**src/logic/cbl_pkg.sv**
```systemverilog
// package of constants for the card backup and startup loader
// assumes a single 100 MHz core clock
package cbl_pkg;
    // ------------------------------------------------------------------
    // timing
    // ------------------------------------------------------------------
    localparam int unsigned CLK_HZ      = 100000000;
    localparam int unsigned HOLD_MS     = 3000;      // switch hold time
    localparam int unsigned HOLD_CYC    = (CLK_HZ / 1000) * HOLD_MS;
    localparam int unsigned FLASH_MS    = 200;       // one flash length
    localparam int unsigned FLASH_CYC   = (CLK_HZ / 1000) * FLASH_MS;
    // ------------------------------------------------------------------
    // special memory words and bits
    // ------------------------------------------------------------------
    localparam logic [15:0] PASSWORD    = 16'hA5A5;
    localparam logic [15:0] PW_WORD     = 16'hA651;
    localparam logic [15:0] NAME_WORD0  = 16'hA654;
    localparam logic [15:0] NAME_WORD3  = 16'hA657;
    localparam logic [15:0] START_WORD  = 16'hA650;
    localparam int unsigned START_BIT   = 15;
    localparam int unsigned DEL_CARD_BIT = 7;        // word A395 bit 07
    localparam int unsigned DEL_EM_BIT  = 6;         // word A395 bit 06
    // ------------------------------------------------------------------
    // operation codes sent to the file engine
    // ------------------------------------------------------------------
    typedef enum logic [3:0] {
        CBL_OP_NONE    = 4'h0,
        CBL_OP_AUTO    = 4'h1,   // program, parameters, data memory
        CBL_OP_REPL    = 4'h2,   // program and data memory only
        CBL_OP_BACKUP  = 4'h3,
        CBL_OP_RESTORE = 4'h4,
        CBL_OP_COMPARE = 4'h5,
        CBL_OP_ONLINE  = 4'h6,   // online program replacement
        CBL_OP_FWRITE  = 4'h7,
        CBL_OP_FREAD   = 4'h8,
        CBL_OP_DELETE  = 4'h9,   // delete corrupt file, write log
        CBL_OP_SYMBOL  = 4'hA    // symbol table or comment transfer
    } cbl_op_t;
    typedef enum logic [2:0] {
        CBL_S_IDLE  = 3'b000,
        CBL_S_FLASH = 3'b001,
        CBL_S_RUN   = 3'b010,
        CBL_S_FAIL  = 3'b011,
        CBL_S_DONE  = 3'b100
    } cbl_state_t;
endpackage

```
**src/logic/cbl_loader.sv**
```systemverilog
// card backup and startup loader: sequences startup transfers, switch
// backup/restore/compare, online replacement, file instructions and
// corrupt file cleanup; drives the card power indicator
// assumes a file engine outside that does the actual media work
//
// Contract
// - pin 2 on, backup pin off at power-on: auto load program, params, memory
// - pin 7 on overrides startup transfer; pins 7 and 8 must be off
// - replacement variant loads program and memory, never parameters
// - replacement starts on rising edge of start bit A65015
// - pin 7 on, switch held three seconds: back up to card
// - pin 7 on with backup card at power-on: restore from card
// - pin 7 off, switch held three seconds: compare with card
// - success of backup or restore: flash once then off
// - compare match: flash once then off
// - card present: symbol and comment transfers use the card only
// - file area starts at configured bank and must be initialised
// - file write stores memory range as named file on a medium
// - file read copies a named file into data memory
// - network commands to self also run card file operations
// - power lost mid access: delete affected file at next power-on; with both cut, only the card file is deleted
// - deletion sets card flag bit 7 or area flag bit 6
// - deletion flag stays on until power is next turned off
// - deletion writes a log file in the media root
// - indicator flashes once, stays lit during transfer, off when done; code does this for backup, restore and compare only
`timescale 1ns/1ps
module cbl_loader #(
    parameter int unsigned HOLD_CYC  = cbl_pkg::HOLD_CYC,
    parameter int unsigned FLASH_CYC = cbl_pkg::FLASH_CYC
) (
    input  wire logic        CORE_CLK_I,       // 100 MHz clock
    input  wire logic        RST_I,            // power-on reset, high
    input  wire logic        SW_AUTO_I,        // switch pin 2
    input  wire logic        SW_BACKUP_I,      // switch pin 7
    input  wire logic        SW_PIN8_I,        // switch pin 8
    input  wire logic        CARD_PRESENT_I,   // card inserted
    input  wire logic        CARD_INIT_I,      // card initialised
    input  wire logic        CARD_HAS_PARAM_I, // parameter file present
    input  wire logic        CARD_PWR_SW_I,    // card power switch
    input  wire logic        EM_ENABLE_I,      // file area configured
    input  wire logic        EM_INIT_I,        // file area initialised
    input  wire logic [3:0]  EM_BANK_I,        // file area start bank
    input  wire logic        DIRTY_CARD_I,     // card access cut by loss
    input  wire logic        DIRTY_EM_I,       // area access cut by loss
    input  wire logic        MEM_WE_I,         // special word write
    input  wire logic [15:0] MEM_ADDR_I,       // special word address
    input  wire logic [15:0] MEM_WDATA_I,      // special word data
    input  wire logic        FWRITE_I,         // file write instruction
    input  wire logic        FREAD_I,          // file read instruction
    input  wire logic        NET_CMD_I,        // command to self
    input  wire logic        NET_WRITE_I,      // command is a write
    input  wire logic        FILE_EM_I,        // target the file area
    input  wire logic        SYMBOL_I,         // symbol/comment transfer
    input  wire logic        ENG_DONE_I,       // engine finished
    input  wire logic        ENG_OK_I,         // engine result good
    output logic             ENG_START_O,      // engine start pulse
    output logic [3:0]       ENG_OP_O,         // engine operation
    output logic             ENG_EM_O,         // engine medium: area
    output logic [3:0]       ENG_BANK_O,       // area start bank
    output logic             ENG_LOG_O,        // write deletion log
    output logic [15:0]      ENG_NAME_O,       // file name word
    output logic             ENG_BUSY_O,       // operation in progress
    output logic             CARD_IND_O,       // card power indicator
    output logic             DEL_CARD_O,       // card deletion flag
    output logic             DEL_EM_O,         // area deletion flag
    output logic             ERR_O             // last operation failed
);
    initial if (FLASH_CYC < 1) $error("flash too short");
    // ------------------------------------------------------------------
    // local signals
    // ------------------------------------------------------------------
    cbl_pkg::cbl_state_t state;
    logic        hold_fire;
    logic [15:0] pw;
    logic        start_bit;
    logic        start_req;
    logic        boot_pend;
    logic        del_pend;
    logic [31:0] fcnt;
    logic [1:0]  name_idx;
    logic        name_we;
    logic [15:0] name_word;
    // ------------------------------------------------------------------
    // helpers
    // ------------------------------------------------------------------
    function automatic logic card_ok(input logic p, input logic i);
        return p & i;
    endfunction
    cbl_hold_timer #(.HOLD(HOLD_CYC)) u_hold (
        .clk_i   (CORE_CLK_I),
        .rst_i   (RST_I),
        .level_i (CARD_PWR_SW_I),
        .fire_o  (hold_fire)
    );
    assign name_we = MEM_WE_I && MEM_ADDR_I >= cbl_pkg::NAME_WORD0
                     && MEM_ADDR_I <= cbl_pkg::NAME_WORD3;
    cbl_name_mem u_name (
        .clk_i   (CORE_CLK_I),
        .we_i    (name_we),
        .waddr_i (MEM_ADDR_I[1:0] - 2'h0),
        .wdata_i (MEM_WDATA_I),
        .raddr_i (name_idx),
        .rdata_o (name_word)
    );
    // ------------------------------------------------------------------
    // special words: password and start bit edge
    // ------------------------------------------------------------------
    always_ff @(posedge CORE_CLK_I or posedge RST_I) begin
        if (RST_I) begin
            pw        <= 16'h0000;
            start_bit <= 1'b0;
            start_req <= 1'b0;
        end else begin
            if (MEM_WE_I && MEM_ADDR_I == cbl_pkg::PW_WORD) begin
                pw <= MEM_WDATA_I;
            end
            if (MEM_WE_I && MEM_ADDR_I == cbl_pkg::START_WORD) begin
                start_bit <= MEM_WDATA_I[cbl_pkg::START_BIT];
                if (MEM_WDATA_I[cbl_pkg::START_BIT] && !start_bit) begin
                    start_req <= 1'b1;
                end
            end
            if (start_req && state == cbl_pkg::CBL_S_IDLE) begin
                start_req <= 1'b0;
            end
        end
    end
    // ------------------------------------------------------------------
    // deletion flags: set at power-on cleanup, cleared only by power-off
    // ------------------------------------------------------------------
    always_ff @(posedge CORE_CLK_I or posedge RST_I) begin
        if (RST_I) begin
            DEL_CARD_O <= 1'b0;
            DEL_EM_O   <= 1'b0;
        end else if (del_pend && state == cbl_pkg::CBL_S_IDLE) begin
            DEL_CARD_O <= DEL_CARD_O | DIRTY_CARD_I;
            DEL_EM_O   <= DEL_EM_O | DIRTY_EM_I;
        end
    end
    // ------------------------------------------------------------------
    // main sequencer
    // ------------------------------------------------------------------
    always_ff @(posedge CORE_CLK_I or posedge RST_I) begin
        if (RST_I) begin
            state       <= cbl_pkg::CBL_S_IDLE;
            boot_pend   <= 1'b1;
            del_pend    <= 1'b1;
            fcnt        <= 32'h0;
            name_idx    <= 2'h0;
            ENG_START_O <= 1'b0;
            ENG_OP_O    <= cbl_pkg::CBL_OP_NONE;
            ENG_EM_O    <= 1'b0;
            ENG_BANK_O  <= 4'h0;
            ENG_LOG_O   <= 1'b0;
            ENG_NAME_O  <= 16'h0000;
            ENG_BUSY_O  <= 1'b0;
            CARD_IND_O  <= 1'b0;
            ERR_O       <= 1'b0;
        end else begin
            ENG_START_O <= 1'b0;
            ENG_LOG_O   <= 1'b0;
            ENG_BANK_O  <= EM_BANK_I;
            ENG_NAME_O  <= name_word;
            name_idx    <= name_idx + 2'h1;
            case (state)
            cbl_pkg::CBL_S_IDLE: begin
                ENG_BUSY_O <= 1'b0;
                if (del_pend) begin
                    del_pend <= 1'b0;
                    if (DIRTY_CARD_I || DIRTY_EM_I) begin
                        ENG_OP_O    <= cbl_pkg::CBL_OP_DELETE;
                        ENG_EM_O    <= !DIRTY_CARD_I;
                        ENG_LOG_O   <= 1'b1;
                        ENG_START_O <= 1'b1;
                        ENG_BUSY_O  <= 1'b1;
                        state       <= cbl_pkg::CBL_S_RUN;
                    end
                end else if (boot_pend) begin
                    boot_pend <= 1'b0;
                    if (SW_BACKUP_I && card_ok(CARD_PRESENT_I,
                                               CARD_INIT_I)) begin
                        ENG_OP_O   <= cbl_pkg::CBL_OP_RESTORE;
                        ENG_EM_O   <= 1'b0;
                        ENG_BUSY_O <= 1'b1;
                        fcnt       <= 32'h0;
                        CARD_IND_O <= 1'b1;
                        state      <= cbl_pkg::CBL_S_FLASH;
                    end else if (SW_AUTO_I && !SW_BACKUP_I && !SW_PIN8_I
                                 && card_ok(CARD_PRESENT_I,
                                            CARD_INIT_I)) begin
                        // parameters only in the full variant
                        ENG_OP_O    <= CARD_HAS_PARAM_I
                                       ? cbl_pkg::CBL_OP_AUTO
                                       : cbl_pkg::CBL_OP_REPL;
                        ENG_EM_O    <= 1'b0;
                        ENG_START_O <= 1'b1;
                        ENG_BUSY_O  <= 1'b1;
                        state       <= cbl_pkg::CBL_S_RUN;
                    end
                end else if (hold_fire) begin
                    if (!card_ok(CARD_PRESENT_I, CARD_INIT_I)) begin
                        ERR_O      <= 1'b1;
                        fcnt       <= 32'h0;
                        CARD_IND_O <= 1'b1;
                        state      <= cbl_pkg::CBL_S_FAIL;
                    end else begin
                        ENG_OP_O   <= SW_BACKUP_I
                                      ? cbl_pkg::CBL_OP_BACKUP
                                      : cbl_pkg::CBL_OP_COMPARE;
                        ENG_EM_O   <= 1'b0;
                        ENG_BUSY_O <= 1'b1;
                        fcnt       <= 32'h0;
                        CARD_IND_O <= 1'b1;
                        state      <= cbl_pkg::CBL_S_FLASH;
                    end
                end else if (start_req && pw == cbl_pkg::PASSWORD
                             && card_ok(CARD_PRESENT_I, CARD_INIT_I)) begin
                    ENG_OP_O    <= cbl_pkg::CBL_OP_ONLINE;
                    ENG_EM_O    <= 1'b0;
                    ENG_START_O <= 1'b1;
                    ENG_BUSY_O  <= 1'b1;
                    state       <= cbl_pkg::CBL_S_RUN;
                end else if (FWRITE_I || FREAD_I || NET_CMD_I) begin
                    ENG_OP_O    <= (FWRITE_I || (NET_CMD_I && NET_WRITE_I))
                                   ? cbl_pkg::CBL_OP_FWRITE
                                   : cbl_pkg::CBL_OP_FREAD;
                    ENG_EM_O    <= FILE_EM_I && EM_ENABLE_I
                                   && EM_INIT_I;
                    ENG_START_O <= 1'b1;
                    ENG_BUSY_O  <= 1'b1;
                    state       <= cbl_pkg::CBL_S_RUN;
                end else if (SYMBOL_I) begin
                    ENG_OP_O    <= cbl_pkg::CBL_OP_SYMBOL;
                    ENG_EM_O    <= !CARD_PRESENT_I;
                    ENG_START_O <= 1'b1;
                    ENG_BUSY_O  <= 1'b1;
                    state       <= cbl_pkg::CBL_S_RUN;
                end
            end
            cbl_pkg::CBL_S_FLASH: begin
                // one flash: lit, dark, then lit for the transfer
                fcnt <= fcnt + 32'h1;
                if (fcnt == FLASH_CYC - 1) begin
                    CARD_IND_O <= 1'b0;
                end else if (fcnt == 2 * FLASH_CYC - 1) begin
                    CARD_IND_O  <= 1'b1;
                    ENG_START_O <= 1'b1;
                    state       <= cbl_pkg::CBL_S_RUN;
                end
            end
            cbl_pkg::CBL_S_RUN: begin
                if (ENG_DONE_I) begin
                    ERR_O <= !ENG_OK_I;
                    fcnt  <= 32'h0;
                    if (ENG_OK_I) begin
                        CARD_IND_O <= 1'b0;
                        state      <= cbl_pkg::CBL_S_IDLE;
                    end else begin
                        CARD_IND_O <= 1'b1;
                        state      <= cbl_pkg::CBL_S_FAIL;
                    end
                end
            end
            cbl_pkg::CBL_S_FAIL: begin
                // failure: indicator blinks until the switch is released
                fcnt <= fcnt + 32'h1;
                if (fcnt == FLASH_CYC - 1) begin
                    fcnt       <= 32'h0;
                    CARD_IND_O <= !CARD_IND_O;
                end
                if (!CARD_PWR_SW_I && CARD_IND_O
                    && fcnt == FLASH_CYC - 1) begin
                    state <= cbl_pkg::CBL_S_DONE;
                end
            end
            default: begin
                CARD_IND_O <= 1'b0;
                ENG_BUSY_O <= 1'b0;
                state      <= cbl_pkg::CBL_S_IDLE;
            end
            endcase
        end
    end
    // ------------------------------------------------------------------
    // checks
    // ------------------------------------------------------------------
    property p_flag_sticky;
        @(posedge CORE_CLK_I) disable iff (RST_I)
        $rose(DEL_CARD_O) |=> DEL_CARD_O [*8];
    endproperty
    a_flag_sticky : assert property (p_flag_sticky)
        else $error("card deletion flag dropped");
    property p_no_param;
        @(posedge CORE_CLK_I) disable iff (RST_I)
        (ENG_START_O && !CARD_HAS_PARAM_I && boot_pend == 1'b0
         && $past(boot_pend)) |-> ENG_OP_O != cbl_pkg::CBL_OP_AUTO;
    endproperty
    a_no_param : assert property (p_no_param)
        else $error("parameters loaded without parameter file");
    property p_symbol_card;
        @(posedge CORE_CLK_I) disable iff (RST_I)
        (state == cbl_pkg::CBL_S_IDLE && !del_pend && !boot_pend
         && !hold_fire && !start_req && !FWRITE_I && !FREAD_I
         && !NET_CMD_I && SYMBOL_I && CARD_PRESENT_I)
        |=> ENG_START_O && !ENG_EM_O;
    endproperty
    a_symbol_card : assert property (p_symbol_card)
        else $error("symbol transfer left the card");
    property p_ok_dark;
        @(posedge CORE_CLK_I) disable iff (RST_I)
        (state == cbl_pkg::CBL_S_RUN && ENG_DONE_I && ENG_OK_I)
        |=> !CARD_IND_O && !ERR_O;
    endproperty
    a_ok_dark : assert property (p_ok_dark)
        else $error("indicator lit after success");
    property p_lit_run;
        @(posedge CORE_CLK_I) disable iff (RST_I)
        (state == cbl_pkg::CBL_S_RUN
         && (ENG_OP_O == cbl_pkg::CBL_OP_BACKUP
             || ENG_OP_O == cbl_pkg::CBL_OP_RESTORE
             || ENG_OP_O == cbl_pkg::CBL_OP_COMPARE)) |-> CARD_IND_O;
    endproperty
    a_lit_run : assert property (p_lit_run)
        else $error("indicator dark during transfer");
    property p_flash_lit;
        @(posedge CORE_CLK_I) disable iff (RST_I)
        (state == cbl_pkg::CBL_S_FLASH && fcnt == 2 * FLASH_CYC - 1)
        |=> CARD_IND_O && state == cbl_pkg::CBL_S_RUN;
    endproperty
    a_flash_lit : assert property (p_flash_lit)
        else $error("indicator not lit for transfer");
    property p_nocard;
        @(posedge CORE_CLK_I) disable iff (RST_I)
        (state == cbl_pkg::CBL_S_IDLE && !del_pend && !boot_pend
         && hold_fire && !CARD_PRESENT_I)
        |=> ERR_O && state == cbl_pkg::CBL_S_FAIL && !ENG_START_O;
    endproperty
    a_nocard : assert property (p_nocard)
        else $error("switch request ran without card");
    property p_online;
        @(posedge CORE_CLK_I) disable iff (RST_I)
        (ENG_START_O && ENG_OP_O == cbl_pkg::CBL_OP_ONLINE)
        |-> $past(pw) == cbl_pkg::PASSWORD;
    endproperty
    a_online : assert property (p_online)
        else $error("replacement without password");
    property p_compare;
        @(posedge CORE_CLK_I) disable iff (RST_I)
        (state == cbl_pkg::CBL_S_IDLE && !del_pend && !boot_pend
         && hold_fire && !SW_BACKUP_I && CARD_PRESENT_I && CARD_INIT_I)
        |=> ENG_OP_O == cbl_pkg::CBL_OP_COMPARE && CARD_IND_O;
    endproperty
    a_compare : assert property (p_compare)
        else $error("compare not selected");
    property p_backup;
        @(posedge CORE_CLK_I) disable iff (RST_I)
        (state == cbl_pkg::CBL_S_IDLE && !del_pend && !boot_pend
         && hold_fire && SW_BACKUP_I && CARD_PRESENT_I && CARD_INIT_I)
        |=> ENG_OP_O == cbl_pkg::CBL_OP_BACKUP;
    endproperty
    a_backup : assert property (p_backup)
        else $error("backup not selected");
endmodule // cbl_loader

```
**src/logic/cbl_hold_timer.sv**
```systemverilog
// counts how long a level has been held and pulses once at the limit
// assumes the level is synchronous to the clock
`timescale 1ns/1ps
module cbl_hold_timer #(
    parameter int unsigned HOLD = cbl_pkg::HOLD_CYC
) (
    input  wire logic clk_i,    // core clock
    input  wire logic rst_i,    // async reset, high
    input  wire logic level_i,  // held level
    output logic      fire_o    // one cycle pulse at the limit
);
    initial if (HOLD < 2) $error("hold too short");
    logic [31:0] cnt;
    // counter stops at the limit until the level drops
    always_ff @(posedge clk_i or posedge rst_i) begin
        if (rst_i) begin
            cnt    <= 32'h0;
            fire_o <= 1'b0;
        end else begin
            fire_o <= 1'b0;
            if (!level_i) begin
                cnt <= 32'h0;
            end else if (cnt < HOLD) begin
                cnt <= cnt + 32'h1;
                if (cnt == HOLD - 1) begin
                    fire_o <= 1'b1;
                end
            end
        end
    end
endmodule // cbl_hold_timer

```
**src/logic/cbl_name_mem.sv**
```systemverilog
// four word store for the replacement program file name
// read data is registered
`timescale 1ns/1ps
module cbl_name_mem #(
    parameter int DEPTH = 4
) (
    input  wire logic        clk_i,    // core clock
    input  wire logic        we_i,     // write enable
    input  wire logic [1:0]  waddr_i,  // write index
    input  wire logic [15:0] wdata_i,  // write word
    input  wire logic [1:0]  raddr_i,  // read index
    output logic      [15:0] rdata_o   // registered read word
);
    initial if (DEPTH != 4) $error("depth must be four");
    logic [15:0] mem [DEPTH];
    // synchronous write and registered read
    always_ff @(posedge clk_i) begin
        if (we_i) begin
            mem[waddr_i] <= wdata_i;
        end
        rdata_o <= mem[raddr_i];
    end
endmodule // cbl_name_mem

```
**config.mk**
```make
export PLATFORM = sky130hd
export DESIGN_NAME = cbl_loader
export DESIGN_NICKNAME = d
export VERILOG_FILES = /design/src/logic/cbl_pkg.sv /design/src/logic/cbl_loader.sv /design/src/logic/cbl_hold_timer.sv /design/src/logic/cbl_name_mem.sv
export SDC_FILE = /design/constraint.sdc
export NUM_CORES = 1
export LEC_CHECK = 0
export BUFFER_PORTS_ARGS = -buffer_cell sky130_fd_sc_hd__buf_2
export CORE_MARGIN = 10
export CORE_UTILIZATION = 50
export CTS_CLUSTER_DIAMETER = 150
export DETAILED_ROUTE_END_ITERATION = 12
export GPL_TIMING_DRIVEN = 0
export HOLD_SLACK_MARGIN = 0.06
export PLACE_DENSITY = 0.79
export SLEW_MARGIN = 20
export SYNTH_ARGS = -nofsm -noshare
export SYNTH_HDL_FRONTEND = slang
export SYNTH_SLANG_ARGS = --single-unit
```
**constraint.sdc**
```tcl
create_clock -name CORE_CLK_I -period 5.5 [get_ports CORE_CLK_I]
set_input_delay 0.825 -clock CORE_CLK_I [delete_from_list [all_inputs] [get_ports CORE_CLK_I]]
set_output_delay 0.825 -clock CORE_CLK_I [all_outputs]
set_load 0.03 [all_outputs]
```
==> results_tabular.tex, run 1 <==
\begin{tabular}{lr}
\hline
Metric & Value \\
\hline
\multicolumn{2}{l}{\textbf{Status}} \\
\quad Run status & finished, final reports clean \\
\multicolumn{2}{l}{\textbf{Logic synthesis}} \\
\quad Fraction of the yosys area taken by sequential cells & 59.9\% \\
\quad Number of flops mapped to enable cells by yosys & 64 \\
\quad Biggest area contributors in the synthesized netlist & sky130\_fd\_sc\_hd\_\_dfrtp\_1 34\%, sky130\_fd\_sc\_hd\_\_edfxtp\_1 22\%, sky130\_fd\_sc\_hd\_\_mux4\_2 4.1\% \\
\quad Syn avg cell area & 12.2 sq um \\
\quad Commonest cells post-synth & 120 x sky130\_fd\_sc\_hd\_\_dfrtp\_1, 73 x sky130\_fd\_sc\_hd\_\_nand2\_1, 64 x sky130\_fd\_sc\_hd\_\_edfxtp\_1 \\
\quad Largest area contributor in the netlist & sky130\_fd\_sc\_hd\_\_dfrtp\_1 \\
\quad Number of nets in the synthesized netlist & 784 \\
\quad Synth Instances & 724 \\
\quad Most used flip-flop cell after synthesis & sky130\_fd\_sc\_hd\_\_dfrtp\_1 \\
\quad Yosys reg bits & 202 \\
\quad Top-area cell type share of the netlist area & 34.0\% \\
\quad Number of warnings printed during yosys synthesis & 0 \\
\quad Most numerous cell in the Yosys netlist & sky130\_fd\_sc\_hd\_\_dfrtp\_1 \\
\quad Distinct cells, synth & 75 \\
\quad Synth Cell Area & 8840 sq um \\
\quad Share of synthesized registers carrying an async set or reset & 60.4\% \\
\multicolumn{2}{l}{\textbf{STA}} \\
\quad Unrepaired setup endpoints after global routing & false \\
\quad Slew headroom & 44.6\% \\
\quad Final critical path time including I/O delays and setup & 2.61 ns \\
\quad Maximum frequency from static timing analysis & 383 MHz \\
\quad Final period utilization & 47.4\% \\
\quad Final TNS setup & 0 ns \\
\quad Final setup fails & 0 \\
\quad Slack of the critical path & 2.89 ns \\
\quad Fin Clk Skew & 0.00815 ns \\
\quad Pin slew with the least headroom to its limit & 0.832 ns \\
\quad Final Max Tran Viols & 0 \\
\quad Number of endpoints with negative hold slack in the final report & 0 \\
\multicolumn{2}{l}{\textbf{Power}} \\
\quad Leakage power & 4.38 nW \\
\quad Power density normalized to cell area & 372 nW/um\^{}2 \\
\quad Part of the power in registers & 43.5\% \\
\quad Switching portion of total power & 29.0\% \\
\quad Combinational share of power & 17.0\% \\
\quad Total chip power & 3.88 mW \\
\quad Switching power & 1.13 mW \\
\quad Cell Int Power & 2.75 mW \\
\quad Maximum ir drop on the vdd rail & 243 uV \\
\quad Share of total power in the clock network & 39.4\% \\
\multicolumn{2}{l}{\textbf{Cells and area}} \\
\quad Proportion of layout cells with a drive suffix above 1 & 23.7\% \\
\quad Multi-input gate area & 3370 sq um \\
\quad Core utilization of the finished layout & 60.4\% \\
\quad Final Cell Area & 10,400 sq um \\
\quad Register cell area after layout & 5300 sq um \\
\quad Fillers & 1,327 \\
\quad Area growth from synthesis to layout & 18.0\% \\
\quad Number of nets in the finished design & 903 \\
\multicolumn{2}{l}{\textbf{Drt}} \\
\quad Router iterations before antenna repair & 5 \\
\quad Avg Vias per Cell & 5.73 \\
\quad Wire length reported by the detailed router & 19,800 microns \\
\quad Vias & 6,212 \\
\quad Number of design rule violations left after detail routing & 0 \\
\quad Detail Route Antenna Nets & 0 \\
\quad Drt initial violations & 464 \\
\quad Wire length per cell & 18.3 microns \\
\multicolumn{2}{l}{\textbf{Critical path}} \\
\quad Crit-path max FO & 8 \\
\quad Type of element launching the critical path & flop \\
\quad Arrival time of the worst setup path & 3.00 ns \\
\quad Delay contributed by the slowest stage of the critical path & 0.48 ns \\
\quad Critical Path End Type & flop \\
\quad Reg-to-reg critical path startpoint & fcnt[0] \\
\quad Reg2reg setup slack & 2.89 ns \\
\quad Highest-delay cell along the critical path & sky130\_fd\_sc\_hd\_\_nor3\_1 \\
\quad CP cell instances & ha\_1 -> and4\_1 -> nand4\_4 -> nor3\_1 -> o221ai\_1 -> a211oi\_2 -> mux2\_1 \\
\quad Cell depth of the worst flop-to-flop path & 7 \\
\quad Required time of the critical path & 5.89 ns \\
\quad Worst R2R End & state[1] \\
\quad Critical Setup Path Class & flop to flop \\
\multicolumn{2}{l}{\textbf{Floorplanning}} \\
\quad I/O pins & 90 \\
\quad Die span in x & 153 microns \\
\quad Die extent in y & 153 microns \\
\quad Die ar. & 23,400 sq um \\
\quad Core area & 17,300 sq um \\
\quad Starting utilization of the core area & 51.1\% \\
\quad Row count & 48 \\
\multicolumn{2}{l}{\textbf{Global route}} \\
\quad Gr ovfl total & 0 \\
\quad Number of global-route vias before repair & 6,194 \\
\quad Global-route usage over all layers & 16.6\% \\
\quad Number of antenna violations at the first check in global routing & 2 \\
\quad Global-route wire length before repair & 32,700 microns \\
\quad Maximum number of pins on one net before global-route repair & 68 \\
\multicolumn{2}{l}{\textbf{Placement}} \\
\quad Placed cell areas & 9670 sq um \\
\quad Number of input and output port buffers inserted & 89 \\
\quad Worst slack at placement & 2.52 ns \\
\quad Placed wire-length estimate & 14,000 microns \\
\quad Final weighted congestion in routability-driven placement & 0.911 \\
\multicolumn{2}{l}{\textbf{Clocking}} \\
\quad Cts hold-fix bufs & 0 \\
\quad Number of sinks handled by clock tree synthesis & 202 \\
\quad Clock network latency to the later pin of the worst-skew pair & 0.51 ns \\
\quad H-tree Lvls & 1 \\
\quad Clock transition time at the flip-flop clock pins of the worst setup and hold paths & 0.06 ns \\
\quad Post-CTS setup repair buffer count & 0 \\
\quad TritonCTS clock tree & done \\
\quad Number of buffers created by CTS & 22 \\
\quad Clock tree root buffer cell & sky130\_fd\_sc\_hd\_\_clkbuf\_16 \\
\quad Number of instances resized during post-cts repair & 0 \\
\quad Maximum clock path buffer count & 3 \\
\multicolumn{2}{l}{\textbf{Hold path}} \\
\quad Hold Path Origin & u\_name.rdata\_o[11] \\
\quad Type of the worst min-delay path & flop to flop \\
\quad Hold depth & 0 \\
\quad Hold path endpoint & ENG\_NAME\_O[11] \\
\multicolumn{2}{l}{\textbf{Flow run}} \\
\quad Max-cap check violation count & 0 \\
\hline
\end{tabular}
power groups by stage:
stage / registers [mW] / logic (mW) / clock network [mW]
6_report: 1.69 / 0.661 / 1.53
5_1_grt: 1.70 / 0.732 / 1.62
4_1_cts: 1.69 / 0.661 / 1.55
3_5_place_dp: 1.71 / 0.657 / 0
3_3_place_gp: 1.71 / 0.643 / 0
2_1_floorplan: 1.77 / 0.385 / 0
cells in the final DEF, fill, tap and decap left out, types with 11 or more instances in the layout:
master	Yosys	layout
sky130_fd_sc_hd__mux2i_1	19	19
sky130_fd_sc_hd__inv_1	19	18
sky130_fd_sc_hd__o21ai_0	31	31
sky130_fd_sc_hd__xnor2_1	12	12
sky130_fd_sc_hd__dfrtp_1	120	120
sky130_fd_sc_hd__nand4_1	14	14
sky130_fd_sc_hd__nor3_1	30	29
sky130_fd_sc_hd__edfxtp_1	64	64
sky130_fd_sc_hd__nand2_1	73	73
sky130_fd_sc_hd__a21oi_1	18	18
sky130_fd_sc_hd__mux4_2	16	16
sky130_fd_sc_hd__nand2b_1	19	19
sky130_fd_sc_hd__clkbuf_16	0	22
sky130_fd_sc_hd__nor4_1	11	11
sky130_fd_sc_hd__and2_1	15	15
sky130_fd_sc_hd__xor2_1	13	13
sky130_fd_sc_hd__dfxtp_1	16	16
sky130_fd_sc_hd__or3_1	11	11
sky130_fd_sc_hd__nor2_1	45	45
sky130_fd_sc_hd__mux2_2	19	19
sky130_fd_sc_hd__clkbuf_1	15	18
sky130_fd_sc_hd__nand3_1	26	26
sky130_fd_sc_hd__buf_2	6	95
layer usage:
metal | share of wire, % | vias to the layer above | track usage [%]
met1 | 43 | 3044 | 22.9
met5 | 0 | - | 0
met3 | 6.6 | 42 | 3.06
met2 | 47 | 218 | 25.9
li1 | - | 2908 | -
met4 | 2.7 | 0 | 5.86
metrics by stage:
| step | hold WS (ns) | cells |
|---|---|---|
| 2_1_floorplan | 0.316 | 724 |
| 3_3_place_gp | 0.317 | 1038 |
| 3_5_place_dp | 0.320 | 1044 |
| 4_1_cts | 0.328 | 1084 |
| 5_1_grt | 0.335 | 1085 |
| 6_report | 0.327 | 1085 |
critical path: cells and delay by family (launching register included):
kind / cells / cell delay, ns
AND/OR/NAND/NOR: 3 / 0.96
flip-flops: 1 / 0.40
AO/OA/AOI/OAI: 2 / 0.53
adder cells (fa/ha/maj): 1 / 0.24
multiplexers: 1 / 0.36
registers in the layout (all words and copies together) (netlist names), 2 cells and up:
name,flops
state,3
u_name.mem,64
pw,16
name_idx,2
u_hold.cnt,32
ENG_BANK_O,4
ENG_NAME_O,16
fcnt,32
u_name.rdata_o,16
ENG_OP_O,4
area by class of cell:
type	instances	share of cell area (%)
Antenna cell	1	0.0240
Buffer	24	1.08
Clock buffer	28	5.78
Clock inverter	12	1.59
Inverter	20	0.767
Multi-Input combinational cell	478	32.3
Sequential cell	202	50.7
Tap cell	225	2.70
Timing Repair Buffer	95	5.00
logic make-up after synthesis:
group	count (synthesis)	share of synthesized area [%]
AND/OR/NAND/NOR	302	19.2
adder cells (fa/ha/maj)	2	0.283
buffers and inverters	44	2.12
flip-flops	202	59.9
XOR/XNOR	25	2.48
multiplexers	55	8.77
AO/OA/AOI/OAI	94	7.30
worst max path at each step:
| stage | start | to | slack (ns) | depth (start not counted) |
|---|---|---|---|---|
| 6_report | fcnt[0] | state[1] | 2.89 | 7 |
| 4_1_cts | fcnt[0] | state[1] | 2.92 | 7 |
| 5_1_grt | fcnt[0] | state[1] | 2.71 | 7 |
| 2_1_floorplan | RST_I | CARD_IND_O | 1.44 | 1 |
| 3_3_place_gp | RST_I | ENG_OP_O[1] | -0.11 | 2 |
| 3_5_place_dp | CARD_PRESENT_I | ENG_EM_O | 2.52 | 7 |
Power figures use the tool's default switching activity.
==> inputs of run 2 (changes only) <==
==> constraint.sdc (replaced) <==
create_clock -name CORE_CLK_I -period 2.5 [get_ports CORE_CLK_I]
set_input_delay 0.375 -clock CORE_CLK_I [delete_from_list [all_inputs] [get_ports CORE_CLK_I]]
set_output_delay 0.375 -clock CORE_CLK_I [all_outputs]
set_load 0.03 [all_outputs]
==> run 2 against run 1 <==
  * Sequential cell count unchanged
  * Power rose by 110%
  * Register-to-register slack worse by 2.8 ns
  * Sequential power is 120% higher
  * Wire length increased by 1.8%
  * Combinational power rose by 140%
  * First-iteration DRC count up 22%
  * Clock power increased by 83%
  * Maximum frequency up 8.2%
  * Largest cell class unchanged
==> results_tabular.tex, run 2 (synthesis gave the netlist of run 1 again) <==
\begin{tabular}{lr}
\hline
Metric & Value \\
\hline
\multicolumn{2}{l}{\textbf{Clocking}} \\
\quad Number of buffers created by CTS & 21 (was 22) \\
\quad Number of sinks handled by clock tree synthesis & 202 (unchanged) \\
\quad H-tree Lvls & 1 (unchanged) \\
\quad Clock transition time at the flip-flop clock pins of the worst setup and hold paths & 0.06 ns (about the same) \\
\quad Clock network latency to the later pin of the worst-skew pair & 0.50 ns (was 0.51 ns) \\
\quad Clock tree root buffer cell & sky130\_fd\_sc\_hd\_\_clkbuf\_16 (unchanged) \\
\quad TritonCTS clock tree & done (unchanged) \\
\quad Maximum clock path buffer count & 3 (unchanged) \\
\multicolumn{2}{l}{\textbf{Cells and area}} \\
\quad Registers with the highest flip-flop counts & u\_name.mem x64, fcnt x32, u\_hold.cnt x32 (unchanged) \\
\quad Post-route insts no fill & 1,095 (was 1,085) \\
\quad Area growth from synthesis to layout & 18.1\% (was 18.0\%) \\
\quad Largest register by flop count & u\_name.mem (unchanged) \\
\quad Most common library cell in the layout ignoring fill and taps & sky130\_fd\_sc\_hd\_\_dfrtp\_1 (unchanged) \\
\quad Final Cell Area & 10,400 sq um (about the same) \\
\quad Proportion of layout cells with a drive suffix above 1 & 24.4\% (was 23.7\%) \\
\quad Largest register FFs & 64 (unchanged) \\
\quad Leading cell types in the layout, fill and taps excluded & 120 x sky130\_fd\_sc\_hd\_\_dfrtp\_1, 94 x sky130\_fd\_sc\_hd\_\_buf\_2, 73 x sky130\_fd\_sc\_hd\_\_nand2\_1 (was 120 x sky130\_fd\_sc\_hd\_\_dfrtp\_1, 95 x sky130\_fd\_sc\_hd\_\_buf\_2, 73 x sky130\_fd\_sc\_hd\_\_nand2\_1) \\
\quad Number of nets in the finished design & 913 (was 903) \\
\multicolumn{2}{l}{\textbf{STA}} \\
\quad Pin slew with the least headroom to its limit & 0.857 ns (was 0.832 ns) \\
\quad Final critical path time including I/O delays and setup & 2.41 ns (was 2.61 ns) \\
\quad Fin Clk Skew & 0.00894 ns (was 0.00815 ns) \\
\quad Slew headroom & 42.8\% (was 44.6\%) \\
\quad Number of endpoints with negative hold slack in the final report & 0 (unchanged) \\
\quad Final period utilization & 96.5\% (was 47.4\%) \\
\quad Final Max Tran Viols & 0 (unchanged) \\
\quad Unrepaired setup endpoints after global routing & false (unchanged) \\
\quad Final TNS setup & 0 ns (unchanged) \\
\quad Maximum frequency from static timing analysis & 415 MHz (was 383 MHz) \\
\quad Final setup fails & 0 (unchanged) \\
\multicolumn{2}{l}{\textbf{Drt}} \\
\quad Wire length reported by the detailed router & 20,200 microns (was 19,800 microns) \\
\quad Vias & 6,328 (was 6,212) \\
\quad Drt initial violations & 564 (was 464) \\
\quad Number of design rule violations left after detail routing & 0 (unchanged) \\
\quad Wire length per cell & 18.4 microns (was 18.3 microns) \\
\quad Detail Route Antenna Nets & 0 (unchanged) \\
\quad Avg Vias per Cell & 5.78 (was 5.73) \\
\quad Router iterations before antenna repair & 4 (was 5) \\
\multicolumn{2}{l}{\textbf{Critical path}} \\
\quad Critical Path End Type & flop (unchanged) \\
\quad Type of element launching the critical path & flop (unchanged) \\
\quad Arrival time of the worst setup path & 2.80 ns (was 3.00 ns) \\
\quad Critical Setup Path Class & flop to flop (unchanged) \\
\quad Crit-path max FO & 7 (was 8) \\
\quad Required time of the critical path & 2.89 ns (was 5.89 ns) \\
\multicolumn{2}{l}{\textbf{Placement}} \\
\quad Placed wire-length estimate & 14,000 microns (about the same) \\
\quad Post-Place Cells & 1,045 (was 1,044) \\
\quad Number of input and output port buffers inserted & 89 (unchanged) \\
\quad Final weighted congestion in routability-driven placement & 0.837 (was 0.911) \\
\quad Placed cell areas & 9700 sq um (was 9670 sq um) \\
\multicolumn{2}{l}{\textbf{Floorplanning}} \\
\quad Starting utilization of the core area & 51.1\% (unchanged) \\
\quad Die extent in y & 153 microns (unchanged) \\
\quad I/O pins & 90 (unchanged) \\
\quad Core area & 17,300 sq um (unchanged) \\
\quad Die ar. & 23,400 sq um (unchanged) \\
\quad Die span in x & 153 microns (unchanged) \\
\quad Row count & 48 (unchanged) \\
\multicolumn{2}{l}{\textbf{Global route}} \\
\quad Global-route usage over all layers & 16.8\% (was 16.6\%) \\
\quad Number of antenna violations at the first check in global routing & 2 (unchanged) \\
\quad Gr ovfl total & 0 (unchanged) \\
\quad Global-route wire length before repair & 32,800 microns (was 32,700 microns) \\
\quad Maximum number of pins on one net before global-route repair & 35 (was 68) \\
\quad Number of global-route vias before repair & 6,264 (was 6,194) \\
\multicolumn{2}{l}{\textbf{Power}} \\
\quad Total chip power & 8.08 mW (was 3.88 mW) \\
\quad Maximum ir drop on the vdd rail & 489 uV (was 243 uV) \\
\quad Power density normalized to cell area & 773 nW/um\^{}2 (was 372 nW/um\^{}2) \\
\quad Leakage power & 4.36 nW (was 4.38 nW) \\
\multicolumn{2}{l}{\textbf{Hold path}} \\
\quad Type of the worst min-delay path & input pin to flop (was flop to flop) \\
\multicolumn{2}{l}{\textbf{Status}} \\
\quad Run status & finished, final reports clean (unchanged) \\
\multicolumn{2}{l}{\textbf{Flow run}} \\
\quad Max-cap check violation count & 0 (unchanged) \\
\hline
\end{tabular}
[run 2: cell types whose count changed in the layout (fill, tap and decap cells not counted), moves of 3 or more]
cell / before / now
sky130_fd_sc_hd__buf_6: 5 / 2
sky130_fd_sc_hd__bufinv_16: 3 / 0
sky130_fd_sc_hd__dlygate4sd3_1: 0 / 5
sky130_fd_sc_hd__clkbuf_8: 3 / 0
sky130_fd_sc_hd__buf_4: 2 / 8
sky130_fd_sc_hd__clkbuf_1: 18 / 21
sky130_fd_sc_hd__buf_12: 0 / 3
[run 2: timing repair]
item                       4_1_cts  5_1_grt
buffers inserted                 1        4
hold buffers                     5        0
pin swaps                        1        3
setup endpoints to repair        7       26
cloned                           0        0
gates resized for setup          3       10
hold endpoints to repair        20        0
[run 2: critical path, stage by stage (launching register included)]
cell                       delay (ns)
sky130_fd_sc_hd__dfrtp_1         0.40
sky130_fd_sc_hd__nor4bb_2        0.40
sky130_fd_sc_hd__nand2_1         0.15
sky130_fd_sc_hd__or4_4           0.50
sky130_fd_sc_hd__a31oi_4         0.33
sky130_fd_sc_hd__or2_2           0.19
sky130_fd_sc_hd__mux2_2          0.33
[run 2: path summary, 6_finish.rpt]
check	endpoint	slack, ns	startpoint	cells after the start
worst max-delay path	ENG_EM_O	0.09	pw[4]	6
worst max register to register	ENG_EM_O	0.09	pw[4]	6
min in group asynchronous	ENG_OP_O[1]	0.43	RST_I	3
worst min-delay path	u_name.mem[2][12]	0.11	MEM_WDATA_I[12]	1
worst min register to register	ENG_NAME_O[10]	0.32	u_name.rdata_o[10]	0
max in group asynchronous	ENG_NAME_O[5]	1.17	RST_I	6
[run 2: cell type report]
cell class                      instances  area (sq um)
Timing Repair Buffer                  106           643
Clock inverter                          9          52.6
Buffer                                 24           118
Tap cell                              225           282
Sequential cell                       202          5300
Multi-Input combinational cell        478          3410
Inverter                               20          78.8
Fill cell                            1397          6850
Antenna cell                            2          5.00
Clock buffer                           29           556
[run 2: report_power, final]
group | internal (mW) | total, mW | leakage, nW | switching (mW)
combinational | 0.520 | 1.56 | 1.74 | 1.04
sequential | 3.56 | 3.72 | 2.32 | 0.158
clock | 1.56 | 2.80 | 0.304 | 1.23
[run 2: per-layer routing]
layer  global-route usage, %  vias to the layer above  share of wire (%)
li1                        -                     2936                  -
met1                    22.2                     3111                 42
met2                    27.1                      239                 48
met3                    3.03                       42                6.4
met4                    6.58                        0                2.9
met5                       0                        -                  0
[run 2: through the flow]
stage / worst slack [ns] / util (%) / hold WS [ns]
2_1_floorplan: -0.0940 / - / 0.316
3_3_place_gp: -1.10 / 55.4 / 0.317
3_5_place_dp: -0.126 / 56.1 / 0.320
4_1_cts: 0.00354 / 60.0 / 0.0969
5_1_grt: 0.0150 / 60.4 / 0.106
6_report: 0.0876 / 60.4 / 0.107
==> inputs of run 3 (changes only) <==
--- a/config.mk
+++ b/config.mk
@@ -13,6 +13,7 @@
 export GPL_TIMING_DRIVEN = 0
 export HOLD_SLACK_MARGIN = 0.06
 export PLACE_DENSITY = 0.79
+export REMOVE_ABC_BUFFERS = 1
 export SLEW_MARGIN = 20
 export SYNTH_ARGS = -nofsm -noshare
 export SYNTH_HDL_FRONTEND = slang
==> run 3 against run 2 <==
  * Die area unchanged
  * Maximum frequency increased by 1.7%
  * Global-route usage decreased by 0.31 points
  * Setup slack improved by 0.039 ns
  * Cell area increased by 0.88%
  * Critical endpoint is now state[1]
  * Largest cell class unchanged
  * Largest power group unchanged
==> results_tabular.tex, run 3 (synthesis gave the netlist of run 1 again) <==
\begin{tabular}{lr}
\hline
Metric & Value \\
\hline
\multicolumn{2}{l}{\textbf{Clocking}} \\
\quad TritonCTS clock tree & done (unchanged) \\
\quad Number of sinks handled by clock tree synthesis & 202 (unchanged) \\
\quad H-tree Lvls & 1 (unchanged) \\
\quad Maximum clock path buffer count & 3 (unchanged) \\
\quad Number of buffers created by CTS & 23 (was 21) \\
\quad Clock transition time at the flip-flop clock pins of the worst setup and hold paths & 0.06 ns (about the same) \\
\quad Clock tree root buffer cell & sky130\_fd\_sc\_hd\_\_clkbuf\_16 (unchanged) \\
\quad Clock network latency to the later pin of the worst-skew pair & 0.52 ns (was 0.50 ns) \\
\multicolumn{2}{l}{\textbf{Critical path}} \\
\quad Worst R2R End & state[1] (was ENG\_EM\_O) \\
\quad Arrival time of the worst setup path & 2.77 ns (was 2.80 ns) \\
\quad Cell depth of the worst flop-to-flop path & 7 (was 6) \\
\quad Type of element launching the critical path & flop (unchanged) \\
\quad Critical Setup Path Class & flop to flop (unchanged) \\
\quad CP cell instances & ha\_1 -> and4\_1 -> nand4\_4 -> nor3\_4 -> o221ai\_1 -> a211oi\_2 -> mux2\_1 (was nor4bb\_2 -> nand2\_1 -> or4\_4 -> a31oi\_4 -> or2\_2 -> mux2\_2) \\
\quad Reg2reg setup slack & 0.13 ns (was 0.09 ns) \\
\quad Reg-to-reg critical path startpoint & fcnt[0] (was pw[4]) \\
\quad Critical Path End Type & flop (unchanged) \\
\quad Highest-delay cell along the critical path & sky130\_fd\_sc\_hd\_\_dfrtp\_1 (was sky130\_fd\_sc\_hd\_\_or4\_4) \\
\quad Crit-path max FO & 8 (was 7) \\
\quad Required time of the critical path & 2.90 ns (was 2.89 ns) \\
\quad Delay contributed by the slowest stage of the critical path & 0.41 ns (was 0.50 ns) \\
\multicolumn{2}{l}{\textbf{Drt}} \\
\quad Wire length reported by the detailed router & 19,700 microns (was 20,200 microns) \\
\quad Avg Vias per Cell & 5.61 (was 5.78) \\
\quad Router iterations before antenna repair & 4 (unchanged) \\
\quad Vias & 6,036 (was 6,328) \\
\quad Drt initial violations & 424 (was 564) \\
\quad Wire length per cell & 18.3 microns (was 18.4 microns) \\
\quad Number of design rule violations left after detail routing & 0 (unchanged) \\
\quad Detail Route Antenna Nets & 0 (unchanged) \\
\multicolumn{2}{l}{\textbf{STA}} \\
\quad Final Max Tran Viols & 0 (unchanged) \\
\quad Unrepaired setup endpoints after global routing & false (unchanged) \\
\quad Final critical path time including I/O delays and setup & 2.37 ns (was 2.41 ns) \\
\quad Fin Clk Skew & 0.0154 ns (was 0.00894 ns) \\
\quad Final period utilization & 94.9\% (was 96.5\%) \\
\quad Slew headroom & 40.4\% (was 42.8\%) \\
\quad Slack of the critical path & 0.127 ns (was 0.0876 ns) \\
\quad Final setup fails & 0 (unchanged) \\
\quad Number of endpoints with negative hold slack in the final report & 0 (unchanged) \\
\quad Maximum frequency from static timing analysis & 421 MHz (was 415 MHz) \\
\quad Pin slew with the least headroom to its limit & 0.895 ns (was 0.857 ns) \\
\multicolumn{2}{l}{\textbf{Cells and area}} \\
\quad Registers with the highest flip-flop counts & u\_name.mem x64, fcnt x32, u\_hold.cnt x32 (unchanged) \\
\quad Leading cell types in the layout, fill and taps excluded & 119 x sky130\_fd\_sc\_hd\_\_dfrtp\_1, 89 x sky130\_fd\_sc\_hd\_\_buf\_2, 73 x sky130\_fd\_sc\_hd\_\_nand2\_1 (was 120 x sky130\_fd\_sc\_hd\_\_dfrtp\_1, 94 x sky130\_fd\_sc\_hd\_\_buf\_2, 73 x sky130\_fd\_sc\_hd\_\_nand2\_1) \\
\quad Fillers & 1,331 (was 1,397) \\
\quad Proportion of layout cells with a drive suffix above 1 & 25.0\% (was 24.4\%) \\
\quad Final Cell Area & 10,500 sq um (was 10,400 sq um) \\
\quad Number of nets in the finished design & 894 (was 913) \\
\quad Antenna diode instance count & 0 (was 2) \\
\quad Largest register by flop count & u\_name.mem (unchanged) \\
\quad Largest register FFs & 64 (unchanged) \\
\quad Most common library cell in the layout ignoring fill and taps & sky130\_fd\_sc\_hd\_\_dfrtp\_1 (unchanged) \\
\quad Core utilization of the finished layout & 60.9\% (was 60.4\%) \\
\quad Area growth from synthesis to layout & 19.1\% (was 18.1\%) \\
\multicolumn{2}{l}{\textbf{Floorplanning}} \\
\quad I/O pins & 90 (unchanged) \\
\quad Die extent in y & 153 microns (unchanged) \\
\quad Die span in x & 153 microns (unchanged) \\
\quad Row count & 48 (unchanged) \\
\quad Starting utilization of the core area & 51.1\% (unchanged) \\
\quad Core area & 17,300 sq um (unchanged) \\
\quad Die ar. & 23,400 sq um (unchanged) \\
\multicolumn{2}{l}{\textbf{Status}} \\
\quad Run status & finished, final reports clean (unchanged) \\
\multicolumn{2}{l}{\textbf{Placement}} \\
\quad Final weighted congestion in routability-driven placement & 0.856 (was 0.837) \\
\quad Number of input and output port buffers inserted & 89 (unchanged) \\
\quad Placed wire-length estimate & 13,100 microns (was 14,000 microns) \\
\quad Worst slack at placement & -0.219 ns (was -0.126 ns) \\
\quad Placed cell areas & 9580 sq um (was 9700 sq um) \\
\multicolumn{2}{l}{\textbf{Hold path}} \\
\quad Hold depth & 1 (unchanged) \\
\quad Hold path endpoint & u\_name.mem[3][4] (was u\_name.mem[2][12]) \\
\quad Hold Path Origin & MEM\_WDATA\_I[4] (was MEM\_WDATA\_I[12]) \\
\quad Type of the worst min-delay path & input pin to flop (unchanged) \\
\multicolumn{2}{l}{\textbf{Global route}} \\
\quad Global-route wire length before repair & 32,400 microns (was 32,800 microns) \\
\quad Number of antenna violations at the first check in global routing & 1 (was 2) \\
\quad Number of global-route vias before repair & 6,115 (was 6,264) \\
\quad Gr ovfl total & 0 (unchanged) \\
\quad Global-route usage over all layers & 16.5\% (was 16.8\%) \\
\quad Maximum number of pins on one net before global-route repair & 68 (was 35) \\
\multicolumn{2}{l}{\textbf{Power}} \\
\quad Total chip power & 8.74 mW (was 8.08 mW) \\
\quad Maximum ir drop on the vdd rail & 593 uV (was 489 uV) \\
\quad Leakage power & 4.42 nW (was 4.36 nW) \\
\quad Power density normalized to cell area & 829 nW/um\^{}2 (was 773 nW/um\^{}2) \\
\multicolumn{2}{l}{\textbf{Flow run}} \\
\quad Max-cap check violation count & 0 (unchanged) \\
\hline
\end{tabular}
-- run 3: cell types whose count changed in the layout (fill, tap and decap cells not counted), moves of 4 or more --
cell | before | now
sky130_fd_sc_hd__clkbuf_1 | 21 | 4
sky130_fd_sc_hd__buf_2 | 94 | 89
sky130_fd_sc_hd__buf_4 | 8 | 12
sky130_fd_sc_hd__bufinv_16 | 0 | 4
sky130_fd_sc_hd__clkinv_2 | 7 | 3
-- run 3: worst max-delay path by stage --
stage	startpoint	to	slack, ns	cells past startpoint
floorplan	RST_I	CARD_IND_O	-1.11	1
global placement	RST_I	ENG_START_O	-2.67	2
detailed placement	fcnt[0]	fcnt[20]	-0.22	6
CTS	boot_pend	fcnt[17]	0.002	6
global route	fcnt[0]	state[1]	0.006	7
finish	fcnt[0]	state[1]	0.13	7
-- run 3: final cells by class --
| cell class | instances | area (sq um) | area share, % |
|---|---|---|---|
| flip-flops and latches | 202 | 5300 | 50.3 |
| multi-input cells | 478 | 3430 | 32.6 |
| well taps | 225 | 282 | 2.67 |
| clock buffers | 28 | 604 | 5.74 |
| repair buffers | 109 | 644 | 6.12 |
| clock inverters | 14 | 194 | 1.84 |
| inverters | 20 | 80.1 | 0.760 |
-- run 3: routing by layer --
layer  wire length, microns  GRT usage (%)  up-vias
li1                       -              -     2883
met1                   8750           21.6     2981
met2                   9560           27.3      146
met3                   1100           3.90       24
met4                    245           3.63        2
met5                     13              0        -
-- run 3: where the power goes --
part / leakage [nW] / internal [mW] / total (mW) / switching [mW]
clock: 0.381 / 2.15 / 3.50 / 1.35
sequential: 2.32 / 3.56 / 3.76 / 0.198
combinational: 1.71 / 0.529 / 1.47 / 0.945
-- run 3: worst max-delay path: cells and delay by family (launching register included) --
family,cells,cell delay [ns]
adder cells (fa/ha/maj),1,0.25
AO/OA/AOI/OAI,2,0.47
flip-flops,1,0.41
multiplexers,1,0.34
AND/OR/NAND/NOR,3,0.79
-- run 3: stage by stage --
stage	hold slack (ns)	instances	TNS [ns]
after floorplan	0.316	700	-145.98
after detailed placement	0.322	1022	-3.86
final	0.0941	1076	0
after global routing	0.0764	1076	0
after CTS	0.0756	1073	0
after global placement	0.320	1014	-405.70
-- run 3: timing repair --
action | 4_1_cts | 5_1_grt
hold buffers | 5 | 0
pin swaps | 2 | 4
buffers inserted | 4 | 3
gates resized for setup | 3 | 5
setup endpoints to repair | 39 | 25
endpoints found under the hold margin | 68 | 0
